`src/hw/occ_pkg.sv`:
```
// oscillator control register block: shared constants
// assumes a 32-bit apb slave with one register per aligned word
package occ_pkg;

    // ************************************************************
    // register byte offsets
    // ************************************************************
    localparam logic [7:0] OCC_OSC_CTRL_OFF = 8'h00;
    localparam logic [7:0] OCC_CLK_DIV_OFF = 8'h04;
    localparam logic [7:0] OCC_PLL_FBD_OFF = 8'h08;
    localparam logic [7:0] OCC_TUNE_OFF = 8'h0c;
    localparam logic [7:0] OCC_UNLOCK_OFF = 8'h10;

    // ************************************************************
    // unlock keys, written in order to the unlock register
    // ************************************************************
    localparam logic [15:0] OCC_KEY1 = 16'h0046;
    localparam logic [15:0] OCC_KEY2 = 16'h0057;

    // ************************************************************
    // oscillator_control field positions
    // ************************************************************
    localparam int OCC_CUR_LSB = 12;
    localparam int OCC_REQ_LSB = 8;
    localparam int OCC_SRCLK_BIT = 7;
    localparam int OCC_PSLK_BIT = 6;
    localparam int OCC_PLLLK_BIT = 5;
    localparam int OCC_CF_BIT = 3;
    localparam int OCC_SOSC_BIT = 1;
    localparam int OCC_SWREQ_BIT = 0;

    // ************************************************************
    // clock_divisor field positions and register reset values
    // ************************************************************
    localparam int OCC_ROI_BIT = 15;
    localparam int OCC_DOZE_LSB = 12;
    localparam int OCC_DOZE_ENABLE_BIT = 11;
    localparam int OCC_FRCDV_LSB = 8;
    localparam int OCC_POST_LSB = 6;
    localparam logic [2:0] OCC_DOZE_RST = 3'h3;
    localparam logic [2:0] OCC_FRCDV_RST = 3'h0;
    localparam logic [1:0] OCC_POST_RST = 2'h1;
    localparam logic [4:0] OCC_PRE_RST = 5'h00;
    localparam logic [8:0] OCC_FBD_RST = 9'h030;
    localparam logic [5:0] OCC_TRIM_RST = 6'h00;

    // ************************************************************
    // switching mode encodings, reserved post code, source codes and unlock states
    // ************************************************************
    localparam logic [1:0] OCC_SWM_ALL = 2'h0;
    localparam logic [1:0] OCC_SWM_NOMON = 2'h1;
    localparam logic [1:0] OCC_POST_RSVD = 2'h2;

    typedef enum logic [2:0] {
        OCC_SRC_FRC = 3'b000,
        OCC_SRC_FRC_PLL = 3'b001,
        OCC_SRC_PRI = 3'b010,
        OCC_SRC_PRI_PLL = 3'b011,
        OCC_SRC_SEC = 3'b100,
        OCC_SRC_LOW_POWER_RC_OSC = 3'b101,
        OCC_SRC_FRC16 = 3'b110,
        OCC_SRC_FRCN = 3'b111
    } occ_src_t;

    typedef enum logic [1:0] {
        OCC_UL_IDLE = 2'b00,
        OCC_UL_KEY1 = 2'b01,
        OCC_UL_OPEN = 2'b10
    } occ_ul_t;

endpackage

```
`src/hw/occ_regs.sv`:
```
// oscillator control register block: apb slave plus control outputs
// assumes synchronous inputs on mclk, por_reset as power-on reset only
//
// Decided for this implementation: the APB interface to the registers and the register offsets.
`timescale 1ns/1ps

module occ_regs
    import occ_pkg::*;
(
    input wire logic mclk,
    input wire logic reset,
    input wire logic por_reset,
    input wire logic [2:0] init_source_cfg,
    input wire logic [1:0] switching_mode_cfg,
    input wire logic pll_locked,
    input wire logic pll_timer_done,
    input wire logic pll_enabled,
    input wire logic clock_fail_event,
    input wire logic switch_done,
    input wire logic interrupt_event,
    input wire logic [7:0] paddr,
    input wire logic psel,
    input wire logic penable,
    input wire logic pwrite,
    input wire logic [31:0] pwdata,
    output logic [31:0] prdata,
    output logic pready,
    output logic pslverr,
    output logic [2:0] current_source_sel,
    output logic [2:0] requested_source_sel,
    output logic switch_start,
    output logic pin_select_lock,
    output logic secondary_osc_enable,
    output logic fail_safe_monitor,
    output logic [7:0] doze_divide,
    output logic [8:0] fast_rc_divide,
    output logic [3:0] pll_output_divide,
    output logic [5:0] pll_input_divide,
    output logic [9:0] pll_multiplier,
    output logic [5:0] fast_rc_trim
);
    import occ_pkg::*;

    // ************************************************************
    // register state
    // ************************************************************
    logic [2:0] cur_q;
    logic [2:0] req_q;
    logic src_lock_q;
    logic pslk_q;
    logic cf_q;
    logic sosc_q;
    logic swreq_q;
    logic roi_q;
    logic [2:0] doze_q;
    logic doze_enable_q;
    logic [2:0] frcdv_q;
    logic [1:0] post_q;
    logic [4:0] pre_q;
    logic [8:0] fbd_q;
    logic [5:0] trim_q;
    logic lock_q;
    occ_ul_t ul_q;
    logic init_done_q;

    logic wr_acc;
    logic wr_osc;
    logic sw_allowed;
    logic [15:0] osc_rd;
    logic [31:0] rd_d;
    logic unmapped;

    assign wr_acc = psel && penable && pready && pwrite;
    // oscillator control writes go through only while unlocked
    assign wr_osc = wr_acc && paddr == OCC_OSC_CTRL_OFF && ul_q == OCC_UL_OPEN;
    // switching allowed by mode and, in mode 01, by the lock bit
    assign sw_allowed = !switching_mode_cfg[1] &&
        !(switching_mode_cfg == OCC_SWM_NOMON && src_lock_q);
    assign unmapped = !(paddr == OCC_OSC_CTRL_OFF || paddr == OCC_CLK_DIV_OFF ||
        paddr == OCC_PLL_FBD_OFF || paddr == OCC_TUNE_OFF || paddr == OCC_UNLOCK_OFF);

    // ************************************************************
    // unlock sequence
    // ************************************************************
    always_ff @(posedge mclk) begin
        if (por_reset) begin
            ul_q <= OCC_UL_IDLE;
        end else if (wr_acc && paddr == OCC_UNLOCK_OFF) begin
            if (pwdata[15:0] == OCC_KEY1) begin
                ul_q <= OCC_UL_KEY1;
            end else if (pwdata[15:0] == OCC_KEY2 && ul_q == OCC_UL_KEY1) begin
                ul_q <= OCC_UL_OPEN;
            end else begin
                ul_q <= OCC_UL_IDLE;
            end
        end else if (wr_acc) begin
            // any other write consumes the unlock
            ul_q <= OCC_UL_IDLE;
        end
    end

    // ************************************************************
    // oscillator_control
    // ************************************************************
    // por_reset loads constants; the strap is caught the cycle after release
    always_ff @(posedge mclk) begin
        if (por_reset) begin
            init_done_q <= 1'b0;
            cur_q <= 3'h0;
            req_q <= 3'h0;
            swreq_q <= 1'b0;
        end else if (!init_done_q) begin
            init_done_q <= 1'b1;
            cur_q <= init_source_cfg;
            req_q <= init_source_cfg;
        end else begin
            if (wr_osc) begin
                req_q <= pwdata[OCC_REQ_LSB +: 3];
            end
            if (swreq_q && switch_done) begin
                cur_q <= req_q;
                swreq_q <= 1'b0;
            end else if (wr_osc && pwdata[OCC_SWREQ_BIT] && sw_allowed) begin
                swreq_q <= 1'b1;
            end
        end
    end

    always_ff @(posedge mclk) begin
        if (por_reset) begin
            src_lock_q <= 1'b0;
            pslk_q <= 1'b0;
            sosc_q <= 1'b0;
        end else if (wr_osc) begin
            src_lock_q <= src_lock_q | pwdata[OCC_SRCLK_BIT];
            pslk_q <= pwdata[OCC_PSLK_BIT];
            sosc_q <= pwdata[OCC_SOSC_BIT];
        end
    end

    // clock-fail: set wins over a clearing write
    always_ff @(posedge mclk) begin
        if (por_reset) begin
            cf_q <= 1'b0;
        end else if (clock_fail_event && switching_mode_cfg == OCC_SWM_ALL) begin
            cf_q <= 1'b1;
        end else if (wr_osc && !pwdata[OCC_CF_BIT]) begin
            cf_q <= 1'b0;
        end
    end

    // pll lock status
    always_ff @(posedge mclk) begin
        if (por_reset) begin
            lock_q <= 1'b0;
        end else begin
            lock_q <= pll_enabled && (pll_locked || pll_timer_done);
        end
    end

    // ************************************************************
    // clock_divisor
    // ************************************************************
    always_ff @(posedge mclk) begin
        if (por_reset) begin
            roi_q <= 1'b0;
            doze_q <= OCC_DOZE_RST;
            frcdv_q <= OCC_FRCDV_RST;
            post_q <= OCC_POST_RST;
            pre_q <= OCC_PRE_RST;
        end else if (wr_acc && paddr == OCC_CLK_DIV_OFF) begin
            roi_q <= pwdata[OCC_ROI_BIT];
            doze_q <= pwdata[OCC_DOZE_LSB +: 3];
            frcdv_q <= pwdata[OCC_FRCDV_LSB +: 3];
            // reserved code keeps the previous divider
            if (pwdata[OCC_POST_LSB +: 2] != OCC_POST_RSVD) begin
                post_q <= pwdata[OCC_POST_LSB +: 2];
            end
            pre_q <= pwdata[4:0];
        end
    end

    // interrupt recovery beats a write setting doze enable
    always_ff @(posedge mclk) begin
        if (por_reset) begin
            doze_enable_q <= 1'b0;
        end else if (roi_q && interrupt_event) begin
            doze_enable_q <= 1'b0;
        end else if (wr_acc && paddr == OCC_CLK_DIV_OFF) begin
            doze_enable_q <= pwdata[OCC_DOZE_ENABLE_BIT];
        end
    end

    // ************************************************************
    // pll_feedback_divisor and fast_rc_tuning
    // ************************************************************
    always_ff @(posedge mclk) begin
        if (por_reset) begin
            fbd_q <= OCC_FBD_RST;
            trim_q <= OCC_TRIM_RST;
        end else begin
            if (wr_acc && paddr == OCC_PLL_FBD_OFF) begin
                fbd_q <= pwdata[8:0];
            end
            if (wr_acc && paddr == OCC_TUNE_OFF) begin
                trim_q <= pwdata[5:0];
            end
        end
    end

    // ************************************************************
    // decoded control outputs, registered
    // ************************************************************
    always_ff @(posedge mclk) begin
        if (reset || por_reset) begin
            doze_divide <= 8'h01;
            fast_rc_divide <= 9'h001;
            pll_output_divide <= 4'h4;
            pll_input_divide <= 6'h02;
            pll_multiplier <= 10'h032;
        end else begin
            doze_divide <= doze_enable_q ? (8'h01 << doze_q) : 8'h01;
            fast_rc_divide <= (frcdv_q == 3'h7) ? 9'h100 : (9'h001 << frcdv_q);
            case (post_q)
                2'h0: pll_output_divide <= 4'h2;
                2'h1: pll_output_divide <= 4'h4;
                2'h3: pll_output_divide <= 4'h8;
                default: pll_output_divide <= 4'h4;
            endcase
            pll_input_divide <= {1'b0, pre_q} + 6'h02;
            pll_multiplier <= {1'b0, fbd_q} + 10'h002;
        end
    end

    always_ff @(posedge mclk) begin
        if (reset || por_reset) begin
            current_source_sel <= 3'h0;
            requested_source_sel <= 3'h0;
            switch_start <= 1'b0;
            pin_select_lock <= 1'b0;
            secondary_osc_enable <= 1'b0;
            fail_safe_monitor <= 1'b0;
            fast_rc_trim <= 6'h00;
        end else begin
            current_source_sel <= cur_q;
            requested_source_sel <= req_q;
            switch_start <= swreq_q;
            pin_select_lock <= pslk_q;
            secondary_osc_enable <= sosc_q;
            fail_safe_monitor <= switching_mode_cfg == OCC_SWM_ALL;
            fast_rc_trim <= trim_q;
        end
    end

    // ************************************************************
    // apb read path and response
    // ************************************************************
    assign osc_rd = {1'b0, cur_q, 1'b0, req_q, src_lock_q, pslk_q, lock_q, 1'b0,
        cf_q, 1'b0, sosc_q, swreq_q};

    always_comb begin
        rd_d = 32'h0;
        case (paddr)
            OCC_OSC_CTRL_OFF: rd_d = {16'h0, osc_rd};
            OCC_CLK_DIV_OFF: rd_d = {16'h0, roi_q, doze_q, doze_enable_q, frcdv_q, post_q, 1'b0,
                pre_q};
            OCC_PLL_FBD_OFF: rd_d = {23'h0, fbd_q};
            OCC_TUNE_OFF: rd_d = {26'h0, trim_q};
            OCC_UNLOCK_OFF: rd_d = {31'h0, ul_q == OCC_UL_OPEN};
            default: rd_d = 32'h0;
        endcase
    end

    // zero-wait-state slave: pready asserted in the first access cycle
    always_ff @(posedge mclk) begin
        if (reset || por_reset) begin
            pready <= 1'b0;
            prdata <= 32'h0;
            pslverr <= 1'b0;
        end else begin
            pready <= psel && !penable;
            pslverr <= psel && !penable && unmapped;
            prdata <= (psel && !penable && !pwrite) ? rd_d : 32'h0;
        end
    end

    // ************************************************************
    // assertions
    // ************************************************************
    switch_blocked_a: assert property (@(posedge mclk) disable iff (por_reset)
        (!sw_allowed && !swreq_q) |=> !swreq_q)
        else $error("switch request set while switching disabled");

    switch_copy_a: assert property (@(posedge mclk) disable iff (por_reset)
        (init_done_q && swreq_q && switch_done) |=> (!swreq_q && cur_q == $past(req_q)))
        else $error("completed switch did not copy source");

    lock_sticky_a: assert property (@(posedge mclk) disable iff (por_reset)
        src_lock_q |=> src_lock_q)
        else $error("clock lock bit cleared by software");

    fail_set_a: assert property (@(posedge mclk) disable iff (por_reset)
        (clock_fail_event && switching_mode_cfg == OCC_SWM_ALL) |=> cf_q)
        else $error("clock fail not flagged");

    fail_noset_a: assert property (@(posedge mclk) disable iff (por_reset)
        (!cf_q && !clock_fail_event) |=> !cf_q)
        else $error("clock fail set by software");

    osc_guard_a: assert property (@(posedge mclk) disable iff (por_reset)
        (init_done_q && ul_q != OCC_UL_OPEN) |=> $stable(req_q))
        else $error("oscillator control written while locked");

    roi_clear_a: assert property (@(posedge mclk) disable iff (por_reset)
        (roi_q && interrupt_event) |=> !doze_enable_q ##1 doze_divide == 8'h01)
        else $error("interrupt recovery did not restore 1:1");

    pll_lock_a: assert property (@(posedge mclk) disable iff (por_reset)
        !pll_enabled |=> !lock_q)
        else $error("pll lock reported while disabled");

    reset_keep_a: assert property (@(posedge mclk) disable iff (por_reset)
        (reset && init_done_q && !wr_acc) |=> $stable(fbd_q) && $stable(trim_q))
        else $error("register changed by non-power-on reset");

    post_div_a: assert property (@(posedge mclk) disable iff (por_reset || reset)
        post_q == 2'h3 |=> pll_output_divide == 4'h8)
        else $error("pll output divider decode wrong");

    fail_clear_a: assert property (@(posedge mclk) disable iff (por_reset)
        (wr_osc && !pwdata[OCC_CF_BIT] && !clock_fail_event) |=> !cf_q)
        else $error("clock fail not cleared by write");

    post_keep_a: assert property (@(posedge mclk) disable iff (por_reset)
        (wr_acc && paddr == OCC_CLK_DIV_OFF && pwdata[7:6] == OCC_POST_RSVD) |=> $stable(post_q))
        else $error("reserved pll output code accepted");

    lock_flag_a: assert property (@(posedge mclk) disable iff (por_reset)
        (pll_enabled && (pll_locked || pll_timer_done)) |=> lock_q)
        else $error("pll lock not reported");

    doze_off_a: assert property (@(posedge mclk) disable iff (por_reset || reset)
        !doze_enable_q |=> doze_divide == 8'h01)
        else $error("doze ratio applied while disabled");

    bad_addr_a: assert property (@(posedge mclk) disable iff (por_reset || reset)
        (psel && !penable && unmapped) |=> (pslverr && prdata == 32'h0))
        else $error("unmapped access not flagged");

    switch_req_a: assert property (@(posedge mclk) disable iff (por_reset)
        (wr_osc && pwdata[OCC_SWREQ_BIT] && sw_allowed && !swreq_q) |=> swreq_q)
        else $error("allowed switch request not taken");

endmodule
```
`config.mk`:
```
export PLATFORM = sky130hd
export DESIGN_NAME = occ_regs
export DESIGN_NICKNAME = d
export VERILOG_FILES = /design/src/hw/occ_pkg.sv /design/src/hw/occ_regs.sv
export SDC_FILE = /design/constraint.sdc
export NUM_CORES = 1
export LEC_CHECK = 0
export ABC_AREA = 1
export BUFFER_PORTS_ARGS = -buffer_cell sky130_fd_sc_hd__buf_4
export CAP_MARGIN = 40
export CORE_ASPECT_RATIO = 0.6
export CORE_MARGIN = 1.5
export CORE_UTILIZATION = 43
export CTS_CLUSTER_DIAMETER = 120
export CTS_CLUSTER_SIZE = 16
export DETAILED_ROUTE_END_ITERATION = 12
export PLACE_DENSITY = 0.7
export SKIP_CTS_REPAIR_TIMING = 1
export SLEW_MARGIN = 20
export SYNTH_ARGS = -nofsm -noshare
export SYNTH_HDL_FRONTEND = slang
export SYNTH_SLANG_ARGS = --single-unit
```
`constraint.sdc`:
```
create_clock -name mclk -period 2 [get_ports mclk]
set_clock_uncertainty 0.2 [all_clocks]
set_input_delay 0 -clock mclk [delete_from_list [all_inputs] [get_ports mclk]]
set_output_delay 0 -clock mclk [all_outputs]
set_load 0.02 [all_outputs]
```
Yosys cells after proc, flatten, opt, wreduce, memory -nomap -nowiden --
Index checks and enable logic that the tools add are counted.
Cells by class: $add $sub $neg 2, multipliers 0, divide/modulo/power cells 0, $lt $le $gt $ge 0, eq/ne operators 14, shift-type cells 2, mux-type cells 16, bitwise logic cells 3, reductions and logical operators 46
Operators with widths (count):
- 16-bit case mux with 5 select lines | 1
- 16-bit by 7-bit == test with 1-bit output (second input constant) | 2
- 1-bit logical AND | 22
- 8-bit by 4-bit == test with 1-bit output (second input constant) | 2
- 3-bit 2-to-1 mux | 4
- 9-bit by 2-bit adder with 10-bit output (second input constant) | 1
- 9-bit 2-to-1 mux | 1
- 1-bit by 3-bit left shift with 9-bit output (first input constant) | 1
- 8-bit by 3-bit == test with 1-bit output (second input constant) | 1
- 8-bit by 5-bit == test with 1-bit output (second input constant) | 1
- 8-bit zero test | 1
- 2-bit 2-to-1 mux | 4
- 4-bit case mux with 2 select lines | 1
- 2-bit OR reduction | 4
- 1-bit by 3-bit left shift with 8-bit output (first input constant) | 1
- 5-bit by 2-bit adder with 6-bit output (second input constant) | 1
- 1-bit zero test | 6
- 1-bit logical OR | 6
- 2-bit nonzero test | 3
- 1-bit 2-to-1 mux | 5
- 2-bit by 1-bit == test with 1-bit output (second input constant) | 2
- 2-bit == test (second input constant) | 2
- 2-bit zero test | 2
- 2-bit by 1-bit != test with 1-bit output (second input constant) | 2
- 5 further kinds | 7
Storage, ports and cells: register bits 132, latch bits 0, RAM bits 0, bits in read-only memories 0, input port bits 57, output and inout port bits 87, logic and storage cells 117, memories 0

Longest topological paths before layout --
Gate-level depths: netlist (run 1).
depth in word-level cells 9, depth in mapped cells 9, mapped depth without buffers 8

Worst setup path before layout (run 1) --
OpenSTA, ideal clock, no wires.
path kind reg2reg, start point reg pready, end point reg pre_q[4], library setup time 0.116 ns, arrival time 1.170 ns, required time 1.684 ns, setup slack 0.514 ns, cell stages (with the launch flop) 7, buffers on the path 1, clock period less this slack 1.486 ns, cell sequence dfxtp_1 > nand4_4 > nor2_8 > inv_2 > buf_6 > nor2_1 > nor2_1
On the way: cells in the longest elaborated chain, start to end 3
RTL lines:
- from (decl) | RTL line occ_regs.sv:27 | output logic pready,
- from (signal assigned) | RTL line occ_regs.sv:281 | pready <= psel && !penable;
- 1-bit logical AND (2 in a row) | RTL line occ_regs.sv:73 | assign wr_acc = psel && penable && pready && pwrite;
- 1-bit logical AND | RTL line occ_regs.sv:171 | end else if (wr_acc && paddr == OCC_CLK_DIV_OFF) begin
- to (signal assigned) | RTL line occ_regs.sv:179 | pre_q <= pwdata[4:0];
- to (decl) | RTL line occ_regs.sv:59 | logic [4:0] pre_q;
Every way passes these cells. A chain may end at the register's enable or synchronous reset.

Final worst setup path (run 1) --
start point in paddr[5], end point reg prdata[7]
On the way: cells in the longest elaborated chain, start to end 2, elaborated cells between the ends (all ways) 6, classes of those cells 4 x eq/ne; 1 x mux; 1 x reduce/logical
RTL lines:
- from (decl) | RTL line occ_regs.sv:21 | input wire logic [7:0] paddr,
- 8-bit by 5-bit == test with 1-bit output, or another cell as far along | RTL line occ_regs.sv:263 | case (paddr)
- 16-bit case mux with 5 select lines * | RTL line occ_regs.sv:263
- to (signal assigned) | RTL line occ_regs.sv:283 | prdata <= (psel && !penable && !pwrite) ? rd_d : 32'h0;
- to (decl) | RTL line occ_regs.sv:26 | output logic [31:0] prdata,
Every way passes the cells marked *; elsewhere a longest branch is shown, timed or not.

==> run summary, run 1 <==
most numerous cell in the Yosys netlist = dfxtp_1
max-capacitance violation count = 0
Post-Route WL = 12,600 um
routed vias/inst = 4.81
Worst-Skew Late Latency = 410 ps
required time worst endpoint = 2130 ps
slowest CP cell = dlygate4sd3_1
via count of the first global-routing pass = 3,708
part of the Yosys area used for sequential elements = 51.0%
clock tree from TritonCTS = yes
CTS Root Buffer Type = clkbuf_16
Synth Instances = 569
count of buffer and inverter cells on the critical path = 4
yosys synthesis warning count = 0
last element of the critical path = prdata[7]
antenna-violating nets left = 0
Die ar. = 11,100 um2
share of the synthesized area in the top cell type = 51.0%
pin count of the biggest net entering global routing = 33
most frequent cells after synthesis = dfxtp_1, nor2_1, nand2_1, inv_1, o21ai_0
synthesized area per cell = 7.94 um2
first element of the critical path = paddr[5]
share of cells above drive strength 1 = 23.7%
total number of cells along the worst setup path = 10
post-layout net count = 793
kind of start point of the critical path = primary input
antenna diode instance count = 0
unique cell type count in the Yosys netlist = 38
Top Family by Delay on Critical Path = buffers and inverters
Pleak = 0.00285 uW
final setup violation count = 0
filler-free cell count of the finished design = 879
Clock H-tree levels = 4
fin crit period = 1940 ps
effective utilization at floorplan = 45.1%
total half-perimeter wirelength after legalization and detailed placement = 8800 um
element type at the critical path end = flip-flop
failing checks = negative hold slack
mean routed wirelength per cell = 14.4 um
first-pass GRT wire length = 18,700 um
Cell Rows = 28
Buffers on Ports = 110
floorplan die width = 135 um
Overflow after GRT = 0
number of cell instances on the worst register-to-register path = 5
number of buffers on the longest clock path = 2
WP data arrival = 2070 ps
top-level port count = 144
Reg clk slew, reported paths = 50 ps
Cells after DPL = 801
most common flop cell mapped by yosys = dfxtp_1
Iteration-0 DRC Markers = 299
class of the worst hold path = in -> reg
worst reg2reg path startpoint = pready
most area-consuming cells after synthesis = dfxtp_1, nor2_1, nand2_1, inv_1, o21ai_0
Area growth, synth to finish = 42.5%
count of flip-flops with a built-in enable after synthesis = 0
total iterations of the first detailed-routing run = 6
weighted congestion at the end of routability-driven global placement = 0.895
classification of the worst setup path = in -> reg
fraction of synthesis flops using an asynchronous set or reset pin = 0%
clock sink total = 115
Max Slew Vio Count = 0
height of the die = 82.4 um
Core Region = 10,000 um2
detailed-route DRC error count = 0
FMAX = 514 MHz
post-layout total power = 5710 uW
final hold vios = 2
Tot GR Track Use = 22.4%
total power density per cell area = 887 nW/um2
largest area contributor in the netlist = dfxtp_1
Worst Hold Margin = -44.8 ps
ordered cell list for the critical path = buf_4, dlygate4sd3_1, inv_1, nand2_1, dlygate4sd3_1, nor2_1, nand2_1, nand3_2, nand2_4, nor2_1
detailed-route via count = 4,229
Max Fanout on Critical Path = 16
netlist area before placement = 4520 um2
Slowest Stage Delay on Critical Path = 550 ps
status = finished with violations
flop-to-flop setup slack = 90 ps
number of buffers inserted during clock tree synthesis = 17
largest voltage drop on the vdd net = 0.576 mV
post-synthesis sequential element count = 115
final period utilization = 97.2%
capture instance of the worst register-to-register path = swreq_q
antenna violations before repair = 0
worst min-delay path, cell delays in order:
cell and delay, ps:
buf_4 90, inv_1 30, nand2_1 50, nor2_1 50, nand2_1 100, nor2_1 70, nand2_1 70, a21oi_1 50
registers in the layout, summed over array words and instances, names as in the netlist, 5 cells and up:
name              cells
fbd_q                 9
prdata               16
pll_input_divide      6
pll_multiplier       10
pre_q                 5
fast_rc_divide        9
doze_divide           8
fast_rc_trim          6
trim_q                6
worst min-delay path by stage:
| stage | startpoint | endpoint | slack, ps | depth (start not counted) |
|---|---|---|---|---|
| 4_1_cts | switching_mode_cfg[0] | fail_safe_monitor | -440 | 2 |
| 5_1_grt | paddr[7] | ul_q[0] | 10 | 8 |
| 6_report | paddr[6] | ul_q[0] | -40 | 8 |
| 3_3_place_gp | switching_mode_cfg[0] | fail_safe_monitor | -10 | 2 |
| 3_5_place_dp | switching_mode_cfg[0] | fail_safe_monitor | -8 | 2 |
| 2_1_floorplan | switching_mode_cfg[0] | fail_safe_monitor | -120 | 1 |
final cells by class:
class,count,area (um2)
fill,854,3580
sequential,115,2300
multi-input combinational,363,1750
timing repair buffer,159,1320
clock buffer,22,474
inverter,76,285
tap,135,169
clock inverter,9,129
stage by stage:
| step | utilization (%) | setup WS [ps] | instance area (um2) | setup TNS [ps] |
|---|---|---|---|---|
| after floorplan | - | 514 | 4580 | 0 |
| after global placement | 53.5 | 371 | 5360 | 0 |
| after detailed placement | 53.5 | 288 | 5360 | 0 |
| after CTS | 59.5 | 319 | 5970 | 0 |
| after global routing | 64.2 | -48.1 | 6440 | -119 |
| final | 64.2 | 55.4 | 6440 | 0 |
power by group:
part           leakage [uW]  switching [uW]  total, uW  internal, uW
Clock              0.000292            1020       3070          2040
Sequential         0.000929            12.6       2320          2310
Combinational       0.00163             175        321           146
routing by layer:
layer  vias to the layer above  share of wire (%)  GRT usage [%]
li1                       2093                  -              -
met4                         0                1.8           8.71
met2                       184                 41           32.0
met1                      1927                 49           32.2
met5                         -                  0              0
met3                        25                7.6           5.74
placed cells by master, fill, tap and decap left out, drive strengths merged, types with 22 or more instances in the layout:
cell type	n
nor2	119
dfxtp	115
buf	112
nand2	84
inv	76
dlygate4sd3	47
o21ai	47
a21oi	30
nand3	27
clkbuf	22
cell families after synthesis:
family / count (synthesis) / share of synthesized area [%]
other: 1 / 0.0830
and+or+nand+nor: 254 / 26.0
adders and majority gates: 4 / 1.11
AOI/OAI and AO/OA: 87 / 10.2
DFF: 115 / 51.0
buffers and inverters: 108 / 11.6
Power figures use the tool's default switching activity.
==> run 2: changes to the inputs <==
--- a/config.mk
+++ b/config.mk
@@ -10,11 +10,11 @@
 export CAP_MARGIN = 40
 export CORE_ASPECT_RATIO = 0.6
 export CORE_MARGIN = 1.5
-export CORE_UTILIZATION = 43
+export CORE_UTILIZATION = 35
 export CTS_CLUSTER_DIAMETER = 120
 export CTS_CLUSTER_SIZE = 16
 export DETAILED_ROUTE_END_ITERATION = 12
-export PLACE_DENSITY = 0.7
+export PLACE_DENSITY = 0.65
 export SKIP_CTS_REPAIR_TIMING = 1
 export SLEW_MARGIN = 20
 export SYNTH_ARGS = -nofsm -noshare
==> run summary, run 2 (synthesis gave the netlist of run 1 again) <==
first-pass GRT wire length = 19,300 um (+3.5%)
register bank with the most flops = prdata
floorplan die width = 150 um (+11%)
classification of the worst setup path = reg -> reg
clock tree from TritonCTS = yes
total power density per cell area = 862 nW/um2 (-2.8%)
Finished Core Util = 51.9% (-12 points)
antenna-violating nets left = 0 (unchanged)
Post-Route WL = 13,000 um (+2.6%)
Max Fanout on Critical Path = 8 (-8)
element type at the critical path end = flip-flop
kind of start point of the critical path = flip-flop
Core Region = 12,300 um2 (+23%)
height of the die = 91.0 um (+10%)
largest voltage drop on the vdd net = 0.605 mV (+5.1%)
failing checks = negative hold slack
post-layout total power = 5510 uW (-3.4%)
weighted congestion at the end of routability-driven global placement = 0.887 (-0.89%)
Area growth, synth to finish = 41.6%
Tot GR Track Use = 18.8% (-3.6 points)
share of cells above drive strength 1 = 23.8% (+0.17 points)
Die ar. = 13,600 um2 (+22%)
Reg clk slew, reported paths = 50 ps (about the same)
pin count of the biggest net entering global routing = 22 (-33%)
Worst Hold Margin = -27.2 ps (+17.5 ps)
clock sink total = 115 (unchanged)
Overflow after GRT = 0 (unchanged)
Max Slew Vio Count = 0 (unchanged)
CTS Root Buffer Type = clkbuf_16
Pleak = 0.00280 uW (-1.5%)
via count of the first global-routing pass = 3,741 (+0.89%)
biggest regs = prdata x16, pll_multiplier x10
part of the total power dissipated in sequential elements = 42.1% (+1.4 points)
required time worst endpoint = 2140 ps (about the same)
mean routed wirelength per cell = 14.3 um (-0.68%)
Worst-Skew Late Latency = 410 ps (about the same)
Buffers on Ports = 110 (unchanged)
most frequent cells in the layout = dfxtp_1, buf_4, nor2_1
detailed-route via count = 4,202 (-0.64%)
internal cell power = 4300 uW (-4.4%)
share of total power in combinational logic = 5.7% (about the same)
total half-perimeter wirelength after legalization and detailed placement = 9180 um (+4.3%)
switching power as a share of total power = 22.0% (+0.83 points)
fraction of power consumed by the clock network = 52.2% (-1.5 points)
number of buffers on the longest clock path = 2 (unchanged)
max-capacitance violation count = 0 (unchanged)
antenna diode instance count = 0 (unchanged)
final setup violation count = 0 (unchanged)
leading cell type in the layout, fill and taps excluded = dfxtp_1
Least-Margin Pin Slew = 616 ps
fin crit period = 1890 ps (-57.1 ps)
total iterations of the first detailed-routing run = 6 (unchanged)
detailed-route DRC error count = 0 (unchanged)
headroom to the max-slew limit = 58.9%
final hold vios = 1 (-1)
routed vias/inst = 4.63 (-3.8%)
status = finished with violations
WP data arrival = 2030 ps (-40 ps)
final period utilization = 94.4% (-2.9 points)
Cell Rows = 31 (+11%)
Iteration-0 DRC Markers = 255 (-15%)
FMAX = 530 MHz (+3.0%)
top-level port count = 144 (unchanged)
effective utilization at floorplan = 36.6% (-8.5 points)
class of the worst hold path = in -> reg
post-layout net count = 791 (-0.25%)
number of buffers inserted during clock tree synthesis = 17 (unchanged)
Switching Power = 1210 uW (+0.37%)
flip-flop count of the largest register, all copies and words added = 16 (unchanged)
antenna violations before repair = 0 (unchanged)
Clock H-tree levels = 4 (unchanged)
==> run 2: worst paths after layout <==
kind / from / to / slack (ps) / cells after the start
setup / recovery: init_done_q / cur_q[2] / 110 / 5
hold / removal: paddr[7] / ul_q[1] / -30 / 8
setup reg to reg: init_done_q / cur_q[2] / 110 / 5
hold reg to reg: trim_q[5] / fast_rc_trim[5] / 260 / 2
==> run 2: final cells by class <==
cell class / instances / area [um2]
fill: 1173 / 5940
tap: 165 / 206
inverter: 76 / 285
multi-input combinational: 363 / 1750
clock inverter: 10 / 109
sequential: 115 / 2300
clock buffer: 22 / 454
timing repair buffer: 157 / 1290
==> run 2: metal layers <==
| layer | wire [um] | part of all wire [%] | up-vias | global-route usage (%) |
|---|---|---|---|---|
| met5 | 0 | 0 | - | 0 |
| met1 | 6330 | 49 | 1931 | 27.5 |
| met2 | 5280 | 41 | 166 | 25.2 |
| met4 | 202 | 1.6 | 0 | 6.13 |
| li1 | - | - | 2085 | - |
| met3 | 1150 | 8.9 | 20 | 6.73 |
==> run 2: critical path: stages, from the launching register on <==
cell,delay (ps)
dfxtp_1,430
inv_1,160
a21oi_1,240
nand2_1,80
a31oi_1,140
dlygate4sd3_1,570
==> run 2: power by group through the flow <==
stage | combinational, uW | sequential (uW) | clock (uW)
floorplan | 143 | 2370 | 0
global route | 337 | 2320 | 3050
detailed placement | 247 | 2370 | 0
global placement | 241 | 2370 | 0
finish | 312 | 2320 | 2880
CTS | 247 | 2320 | 2920
==> run 2: metrics by stage <==
step	setup WS [ps]	cells	TNS [ps]	cell area (um2)
6_report	113	908	0	6400
5_1_grt	-55.0	908	-57.3	6400
4_1_cts	303	865	0	5970
3_5_place_dp	311	833	0	5400
3_3_place_gp	385	833	0	5400
2_1_floorplan	514	586	0	4580
